**src/pkg/fault_classifier_defines.svh**
```systemverilog
`ifndef FAULT_CLASSIFIER_DEFINES_SVH
`define FAULT_CLASSIFIER_DEFINES_SVH

// ----------------------------------------
// Register offsets
// ----------------------------------------
`define CTRL_OFF 12'h000
`define STATUS_OFF 12'h004

// ----------------------------------------
// Control field positions and resets
// ----------------------------------------
`define CTRL_GEN_BIT 0
`define CTRL_TCE_BIT 1
`define CTRL_OAS_LSB 8
`define CTRL_OAS_MSB 13
`define CTRL_GEN_RST 1'h0
`define CTRL_TCE_RST 1'h0
`define CTRL_OAS_RST 6'h30

// ----------------------------------------
// Event codes
// ----------------------------------------
`define EVT_NONE 8'h00
`define EVT_TRANSL_FORBID 8'h07
`define EVT_BAD_SUBSTREAM 8'h08
`define EVT_CD_FETCH 8'h09
`define EVT_BAD_CD 8'h0A
`define EVT_WALK_ABORT 8'h0B

// ----------------------------------------
// Encodings and limits
// ----------------------------------------
`define CFG_BYPASS_ALL 3'h4
`define ATS_DISALLOWED 2'h0
`define DSS_SUBSTREAM0 2'h2
`define SHORT_DESC_OAS 6'h28
`define MERGE_IGNORE_MSB 12

`endif

```
**src/pkg/fault_classifier_pkg.sv**
```systemverilog
package fault_classifier_pkg;

    // Source of a classification request
    typedef enum logic [1:0] {
        KIND_TXN = 2'b00,
        KIND_CD = 2'b01,
        KIND_WALK = 2'b10
    } kind_t;

    // Fault class reported in records
    typedef enum logic [1:0] {
        CLS_CD = 2'b00,
        CLS_TT = 2'b01,
        CLS_IN = 2'b10
    } class_t;

    // Whole register state of the classifier
    typedef struct packed {
        logic gen;
        logic tce;
        logic [5:0] output_address_size;
        logic pready;
        logic pslverr;
        logic [31:0] prdata;
        logic ev_valid;
        logic [7:0] ev_code;
        logic [15:0] ev_sid;
        logic [19:0] ev_ssid;
        logic [51:0] ev_fetch;
        logic [63:0] ev_in;
        logic ev_rnw;
        logic ev_ind;
        logic ev_pnu;
        logic ev_s2;
        class_t ev_class;
        logic [7:0] ev_reason;
        logic ev_ns;
        logic ev_merge;
        logic [15:0] count;
    } state_t;

endpackage

```
**src/pkg/addr_fix_if.sv**
```systemverilog
`timescale 1ns/1ps

// Fetch address clean-up path
interface addr_fix_if;
    logic [51:0] raw;
    logic [5:0] output_address_size;
    logic trunc_req;
    logic base_ver;
    logic [51:0] fixed;

    modport user (output raw, output output_address_size, output trunc_req, output base_ver, input fixed);
    modport fixer (input raw, input output_address_size, input trunc_req, input base_ver, output fixed);
endinterface

```
**src/rtl/fetch_addr_sanitizer.sv**
```systemverilog
`timescale 1ns/1ps

// ----------------------------------------
// Per-bit masking of a reported fetch address
// ----------------------------------------
module fetch_addr_sanitizer (
    addr_fix_if.fixer af
);
    // Bits at or above the output size and below 48 read zero when truncated,
    // bits 51:48 read zero in base-version parts
    for (genvar i = 0; i < 52; i++) begin : g_bit
        if (i >= 48) begin : g_hi
            assign af.fixed[i] = af.base_ver ? 1'b0 : af.raw[i];
        end else begin : g_lo
            assign af.fixed[i] = (af.trunc_req && (6'(i) >= af.output_address_size)) ? 1'b0 : af.raw[i];
        end
    end
endmodule

```
**src/rtl/iommu_fault_event_classifier.sv**
```systemverilog
`timescale 1ns/1ps
`include "fault_classifier_defines.svh"

module iommu_fault_event_classifier #(
    parameter bit BASE_VERSION = 1'b1
) (
    input wire logic pclk,
    input wire logic presetn,
    input wire logic psel,
    input wire logic penable,
    input wire logic pwrite,
    input wire logic [31:0] paddr,
    input wire logic [31:0] pwdata,
    input wire logic [3:0] pstrb,
    output logic pready,
    output logic [31:0] prdata,
    output logic pslverr,
    input wire logic req_valid,
    input wire fault_classifier_pkg::kind_t req_kind,
    input wire logic [15:0] stream_id,
    input wire logic secure_stream_flag,
    input wire logic req_translated,
    input wire logic ste_valid,
    input wire logic [1:0] ats_permission_field,
    input wire logic [2:0] ste_config,
    input wire logic substream_present,
    input wire logic [19:0] substream_id,
    input wire logic [19:0] context_count_field,
    input wire logic [1:0] default_substream_select,
    input wire logic cd_two_level,
    input wire logic l1_valid,
    input wire logic l2_ptr_bad,
    input wire logic cd_abort,
    input wire logic cd_range_bad,
    input wire logic cd_valid,
    input wire logic cd_illegal,
    input wire logic stage2_enabled,
    input wire logic stage2_secure_attr,
    input wire logic walk_stage2,
    input wire fault_classifier_pkg::class_t walk_source,
    input wire logic short_desc_fetch,
    input wire logic [51:0] fetch_phys_address,
    input wire logic [63:0] incoming_address_field,
    input wire logic read_not_write,
    input wire logic instruction_not_data,
    input wire logic privileged_not_user,
    input wire logic [7:0] cause_code,
    output logic evt_valid,
    output logic [7:0] evt_code,
    output logic [15:0] evt_stream_id,
    output logic [19:0] evt_substream_id,
    output logic [51:0] evt_fetch_addr,
    output logic [63:0] evt_input_addr,
    output logic evt_read_not_write,
    output logic evt_instruction_not_data,
    output logic evt_privileged_not_user,
    output logic evt_stage2_flag,
    output fault_classifier_pkg::class_t evt_class,
    output logic [7:0] evt_reason,
    output logic evt_fetch_ns,
    output logic evt_merge_hit
);
    import fault_classifier_pkg::*;

    // ----------------------------------------
    // State
    // ----------------------------------------
    state_t st_ff; // Registered state
    state_t nxt_st; // Next state
    addr_fix_if af (); // Address clean-up link

    // Per-request decision terms
    logic forbid; // Translated use not allowed
    logic ssid_bad; // Substream check failed
    logic l1_bad; // Two-level descriptor failed
    logic cd_fail; // Context fetch abort
    logic cd_bad; // Context descriptor unusable
    logic [7:0] code; // Chosen event code
    logic [19:0] rec_ssid; // Substream to record
    class_t rec_class; // Class to record
    logic same_key; // Equal to previous record

    // ----------------------------------------
    // Address clean-up
    // ----------------------------------------
    assign af.raw = fetch_phys_address;
    assign af.output_address_size = st_ff.output_address_size;
    assign af.base_ver = BASE_VERSION;
    // Truncation applies to base-part context fetches and to short walks when the output size is below 40
    assign af.trunc_req = (req_kind == KIND_CD) ? BASE_VERSION
                        : (short_desc_fetch && (st_ff.output_address_size < `SHORT_DESC_OAS));

    fetch_addr_sanitizer u_fix (
        .af(af)
    );

    // ----------------------------------------
    // Condition terms
    // ----------------------------------------
    // Translated transaction that may not bypass
    assign forbid = req_translated && (secure_stream_flag || !st_ff.gen
        || (st_ff.tce && ste_valid
            && (ats_permission_field == `ATS_DISALLOWED || ste_config == `CFG_BYPASS_ALL)));

    // Substream given where none is allowed, or at or above the context count
    assign ssid_bad = substream_present && (!ste_config[0]
        || context_count_field == 20'h00000
        || substream_id >= context_count_field);

    // Level-1 descriptor invalid or pointer out of range
    assign l1_bad = cd_two_level && (!l1_valid || l2_ptr_bad);

    // Context fetch abort, range error only in base parts
    assign cd_fail = cd_abort || (BASE_VERSION && cd_range_bad);

    // Fetched descriptor invalid or illegal
    assign cd_bad = !cd_valid || cd_illegal;

    // ----------------------------------------
    // Event selection
    // ----------------------------------------
    // Fixed priority inside each request kind
    always_comb begin
        code = `EVT_NONE;
        unique case (req_kind)
            KIND_TXN: begin
                if (forbid) begin
                    code = `EVT_TRANSL_FORBID;
                end else if (ssid_bad) begin
                    code = `EVT_BAD_SUBSTREAM;
                end
            end
            KIND_CD: begin
                if (l1_bad) begin
                    code = `EVT_BAD_SUBSTREAM;
                end else if (cd_fail) begin
                    code = `EVT_CD_FETCH;
                end else if (cd_bad) begin
                    code = `EVT_BAD_CD;
                end
            end
            KIND_WALK: begin
                code = `EVT_WALK_ABORT;
            end
            default: begin
                code = `EVT_NONE;
            end
        endcase
    end

    // Intended context index for a bad pointer
    always_comb begin
        rec_ssid = substream_id;
        if (req_kind == KIND_CD && l2_ptr_bad && !substream_present
            && default_substream_select == `DSS_SUBSTREAM0) begin
            rec_ssid = 20'h00000;
        end
    end

    // Class: stage 1 walks are TT, stage 2 by source
    always_comb begin
        rec_class = CLS_TT;
        if (walk_stage2) begin
            rec_class = walk_source;
        end
    end

    // Same event as the last record, page-granular address
    assign same_key = (code == st_ff.ev_code) && (stream_id == st_ff.ev_sid)
        && (incoming_address_field[63:`MERGE_IGNORE_MSB]
            == st_ff.ev_in[63:`MERGE_IGNORE_MSB]);

    // ----------------------------------------
    // Next state
    // ----------------------------------------
    always_comb begin
        nxt_st = st_ff;
        nxt_st.ev_valid = 1'b0;
        nxt_st.pready = 1'b0;
        nxt_st.pslverr = 1'b0;

        // APB access phase answered one cycle in
        if (psel && penable && !st_ff.pready) begin
            nxt_st.pready = 1'b1;
            nxt_st.prdata = 32'h00000000;
            unique case (paddr[11:0])
                `CTRL_OFF: begin
                    // Enables and output size
                    if (pwrite && pstrb[0]) begin
                        nxt_st.gen = pwdata[`CTRL_GEN_BIT];
                        nxt_st.tce = pwdata[`CTRL_TCE_BIT];
                    end
                    if (pwrite && pstrb[1]) begin
                        nxt_st.output_address_size = pwdata[`CTRL_OAS_MSB:`CTRL_OAS_LSB];
                    end
                    nxt_st.prdata[`CTRL_GEN_BIT] = st_ff.gen;
                    nxt_st.prdata[`CTRL_TCE_BIT] = st_ff.tce;
                    nxt_st.prdata[`CTRL_OAS_MSB:`CTRL_OAS_LSB] = st_ff.output_address_size;
                end
                `STATUS_OFF: begin
                    // Last code, merge flag, event count
                    if (pwrite) begin
                        nxt_st.count = 16'h0000;
                    end
                    nxt_st.prdata = {st_ff.count, 7'h00, st_ff.ev_merge, st_ff.ev_code};
                end
                default: begin
                    // Unmapped address
                    nxt_st.pslverr = 1'b1;
                end
            endcase
        end

        // Record one event
        if (req_valid && code != `EVT_NONE) begin
            nxt_st.ev_valid = 1'b1;
            nxt_st.ev_code = code;
            nxt_st.ev_sid = stream_id;
            nxt_st.ev_ssid = rec_ssid;
            nxt_st.ev_in = incoming_address_field;
            nxt_st.ev_fetch = 52'h0000000000000;
            nxt_st.ev_rnw = read_not_write;
            nxt_st.ev_ind = read_not_write && instruction_not_data;
            nxt_st.ev_pnu = privileged_not_user;
            nxt_st.ev_s2 = 1'b0;
            nxt_st.ev_class = CLS_IN;
            nxt_st.ev_reason = 8'h00;
            nxt_st.ev_ns = 1'b0;
            nxt_st.ev_merge = same_key && (code == `EVT_TRANSL_FORBID || code == `EVT_WALK_ABORT);
            if (code == `EVT_CD_FETCH) begin
                nxt_st.ev_fetch = af.fixed;
                nxt_st.ev_reason = cause_code;
                // Queue security implies the address space
                nxt_st.ev_ns = !secure_stream_flag
                    || (stage2_enabled && stage2_secure_attr);
            end
            if (code == `EVT_WALK_ABORT) begin
                nxt_st.ev_fetch = af.fixed;
                nxt_st.ev_reason = cause_code;
                nxt_st.ev_s2 = walk_stage2;
                nxt_st.ev_class = rec_class;
            end
            // Count wins over a software clear
            nxt_st.count = st_ff.count + 16'h0001;
        end
    end

    // ----------------------------------------
    // State register
    // ----------------------------------------
    always_ff @(posedge pclk or negedge presetn) begin
        if (!presetn) begin
            st_ff <= '0;
            st_ff.gen <= `CTRL_GEN_RST;
            st_ff.tce <= `CTRL_TCE_RST;
            st_ff.output_address_size <= `CTRL_OAS_RST;
        end else begin
            st_ff <= nxt_st;
        end
    end

    // ----------------------------------------
    // Outputs
    // ----------------------------------------
    assign pready = st_ff.pready;
    assign prdata = st_ff.prdata;
    assign pslverr = st_ff.pslverr;
    assign evt_valid = st_ff.ev_valid;
    assign evt_code = st_ff.ev_code;
    assign evt_stream_id = st_ff.ev_sid;
    assign evt_substream_id = st_ff.ev_ssid;
    assign evt_fetch_addr = st_ff.ev_fetch;
    assign evt_input_addr = st_ff.ev_in;
    assign evt_read_not_write = st_ff.ev_rnw;
    assign evt_instruction_not_data = st_ff.ev_ind;
    assign evt_privileged_not_user = st_ff.ev_pnu;
    assign evt_stage2_flag = st_ff.ev_s2;
    assign evt_class = st_ff.ev_class;
    assign evt_reason = st_ff.ev_reason;
    assign evt_fetch_ns = st_ff.ev_ns;
    assign evt_merge_hit = st_ff.ev_merge;
endmodule

```
**config.mk**
```make
export PLATFORM = sky130hd
export DESIGN_NAME = iommu_fault_event_classifier
export DESIGN_NICKNAME = d
export VERILOG_FILES = /design/src/pkg/fault_classifier_pkg.sv /design/src/pkg/addr_fix_if.sv /design/src/rtl/fetch_addr_sanitizer.sv /design/src/rtl/iommu_fault_event_classifier.sv
export VERILOG_INCLUDE_DIRS = /design/src /design/src/pkg
export SDC_FILE = /design/constraint.sdc
export NUM_CORES = 1
export LEC_CHECK = 0
export BUFFER_PORTS_ARGS = -buffer_cell sky130_fd_sc_hd__buf_4
export CAP_MARGIN = 20
export CORE_AREA = 2 2 195 197
export CTS_BUF_LIST = sky130_fd_sc_hd__clkbuf_16
export DETAILED_ROUTE_END_ITERATION = 16
export DIE_AREA = 0 0 197 199
export GPL_TIMING_DRIVEN = 0
export PLACE_DENSITY_LB_ADDON = 0.05
export SYNTH_ARGS = -nofsm -noshare
export SYNTH_HDL_FRONTEND = slang
export SYNTH_SLANG_ARGS = --single-unit
```
**constraint.sdc**
```tcl
create_clock -name pclk -period 2.3 [get_ports pclk]
set_input_delay 0.115 -clock pclk [delete_from_list [all_inputs] [get_ports pclk]]
set_output_delay 0.115 -clock pclk [all_outputs]
set_load 0.01 [all_outputs]
```
==> results.txt <==
maxcap violations: 0
Post-Synth XOR/XNOR Area: 4.94%
Area Growth Syn to Fin: 58.9%
final worst path period need: 2350 ps
synth top area cells: dfrtp_1 (45%), nand2_1 (13%), buf_4 (12%)
Post-synth top cells: nand2_1 (431), dfrtp_1 (219), buf_4 (202), nand3_1 (69), xnor2_1 (51)
violation count after the first detailed-route iteration: 618
GRT Util Overall: 23.4%
Worst EP required: 2720 ps
Crit Path Class: reg -> reg
Tightest Hold Check Type: in -> reg
Setup Skew: 12.8 ps
clock power share: 33.1%
Cell Int Power: 8820 uW
fmax: 425 MHz
share of async-settable or async-resettable flops after synthesis: 100%
failing checks: negative setup slack
Slew Viols, Final: 0
post-route ant nets: 0
Clk Latency, worst-skew pair: 550 ps
largest net degree at the start of global routing: 102
final setup TNS: -663 ps
flops & latches, synth: 221
Avg Cell Area, Syn: 8.69 um^2
Die Y: 199 um
Mapped Area: 12,200 um^2
adder-cell share of the synthesized area: 2.15%
synth unique cells: 50
number of synthesis warnings: 0
cts bufs inserted: 27
DIE AREA: 39,200 um^2
CTS root buffer: clkbuf_16
simple logic cell fraction of the synthesized area: 22.1%
status: complete, but fails checks
via-per-instance ratio: 4.63
maximum VDD drop: 506 uV
Top FF cell, synth: dfrtp_1
via count: 11,900
hold_ws: 36.2 ps
num rows: 71
CTS max path bufs: 3
area leader, netlist: dfrtp_1
RSZ-0062 raised after global routing: true
drt total wl: 47,200 um
drt pass-1 iters: 5
area fraction of the dominant cell type after synthesis: 44.8%
multiplexer share of the synthesized area: 1.06%
R2R depth: 9
Reg clk slew, reported paths: 60 ps
Setup crit end kind: register
RePlAce Congestion: 0.908
clock sink count: 221
largest family of logic cells by synthesized area: simple AND/OR/NAND/NOR gates
final layout net count: 2,380
Synth Area in Compound Gates: 8.91%
# IOs: 494
Initial Utilization: 32.9%
startpoint type of the worst setup path: register
Port Buffers: 426
drt wl/cell: 18.3 um
Post-Layout Cell Count: 2,572
DRC: 0
leakage: 0.0102 uW
Seq/Total Area, Yosys: 45.2%
vias in the first global route: 12,200
Final WS setup: -54.0 ps
CTS tree: yes
Syn Inst Count: 1,407
initial antenna violation count: 3
sequential fraction of design power: 38.2%
Core Box Area: 37,100 um^2
fraction of layout cells with a size suffix above 1: 36.7%
Slew HR: 47.6%
Net Sw Frac: 30.2%
Gate power share: 28.8%
Least-Margin Pin Slew: 786 ps
Max FO, Critical Path: 6
count leader, synth: nand2_1
Placed Cells incl. Taps: 2,322
Final Hold Viols: 0
die width: 197 um
arrival time worst endpoint: 2780 ps
overall power: 12,600 uW
first-pass GRT wire length: 70,500 um
Net Sw Power: 3820 uW
P per Cell Area: 650 nW/um^2
final setup vio count: 48
Detailed Place HPWL: 35,100 um
hold path depth: 3
EDFF count, synth: 0
Tcrit/Tclk final: 102%
Filler cells: 3,584
grt total ovfl: 0
# H-tree levels: 1
## state kept, by name, indices dropped and copies added (netlist names), 2 cells and up
signal                  cells
evt_input_addr             64
evt_class                   2
evt_substream_id           20
st_ff                      18
evt_reason                  8
evt_code                    4
af.output_address_size      6
evt_fetch_addr             48
prdata                     26
evt_stream_id              16
## cell usage in the layout (no fill, tap or decap), types with 4 or more instances in the layout
cell type,n
a21o_1,6
nand2_1,431
clkinv_1,8
nor2_1,23
nand3_1,69
dfrtp_1,219
nor4_1,13
o31ai_1,9
conb_1,14
and3_1,12
a21oi_1,20
mux2i_1,4
buf_12,5
nand2b_1,8
clkbuf_4,4
ha_1,21
nor3_1,15
o2111ai_1,13
clkbuf_16,30
clkbuf_1,20
or2_2,6
xor2_1,18
o21ai_1,10
mux2_2,8
inv_1,37
o21ai_0,34
a211o_1,11
a31oi_1,5
nand4_1,28
buf_6,10
xnor2_1,50
buf_4,650
buf_8,10
o211ai_1,4
dlygate4sd3_1,179
a22o_1,23
## path summary, 6_finish.rpt
| path | end | slack [ps] | start |
|---|---|---|---|
| worst max-delay path | st_ff[13] | -50 | st_ff[233] |
| worst min-delay path | evt_code[1] | 40 | req_kind[1] |
| worst max register to register | st_ff[13] | -50 | st_ff[233] |
| worst min register to register | evt_substream_id[10] | 460 | evt_substream_id[10] |
| max in group asynchronous | st_ff[9] | 860 | presetn |
| min in group asynchronous | st_ff[10] | 530 | presetn |
## power by group through the flow
stage | clock (uW) | sequential, uW | combinational [uW]
6_report | 4180 | 4820 | 3640
3_3_place_gp | 0 | 4860 | 3150
2_1_floorplan | 0 | 4760 | 1720
3_5_place_dp | 0 | 4880 | 3180
5_1_grt | 4460 | 4900 | 3970
4_1_cts | 4290 | 4820 | 3550
## worst max-delay path: stages (launching register included)
cell and delay [ps]:
dfrtp_1 390, and2_4 150, o21ai_4 180, or4_4 160
o211ai_1 150, a22oi_4 430, clkinv_4 170, buf_4 170
and3_1 150, a211o_1 270
## repair_timing
action,in CTS,in global routing
endpoints found under the setup margin,185,201
pin swaps,3,15
gates cloned,0,5
endpoints found under the hold margin,392,0
hold buffers,179,0
setup buffers,6,9
resized for setup,82,60
## logic make-up after synthesis
| logic type | count (synthesis) |
|---|---|
| fa+ha+maj | 21 |
| compound gates | 157 |
| other cells | 1 |
| mux | 12 |
| buf+inv | 296 |
| flops | 221 |
| simple gates | 630 |
| xor+xnor | 69 |
## metrics by stage
stage               area, um^2  utilization [%]  setup slack, ps
floorplan                12300                -             50.9
global placement         16100             43.3             -995
detailed placement       16100             43.4            -1020
CTS                      19100             51.4            -52.6
global route             19400             52.3             -136
finish                   19400             52.3            -54.0
## layout make-up
type | instances | area (um^2) | share of cell area (%)
Antenna cell | 3 | 7.51 | 0.0386
Buffer | 265 | 2080 | 10.7
Clock buffer | 27 | 676 | 3.48
Clock inverter | 21 | 165 | 0.850
Inverter | 31 | 121 | 0.625
Multi-Input combinational cell | 904 | 5010 | 25.8
Sequential cell | 221 | 5530 | 28.5
Tap cell | 474 | 593 | 3.05
Timing Repair Buffer | 626 | 5250 | 27.0
## per-layer routing
metal,share of wire (%),GRT usage (%),vias to the layer above
met1,42,29.2,5646
li1,-,-,5802
met2,49,40.1,393
met5,0,0,-
met4,2.4,6.93,0
met3,6.5,5.51,61
Power figures use the tool's default switching activity.
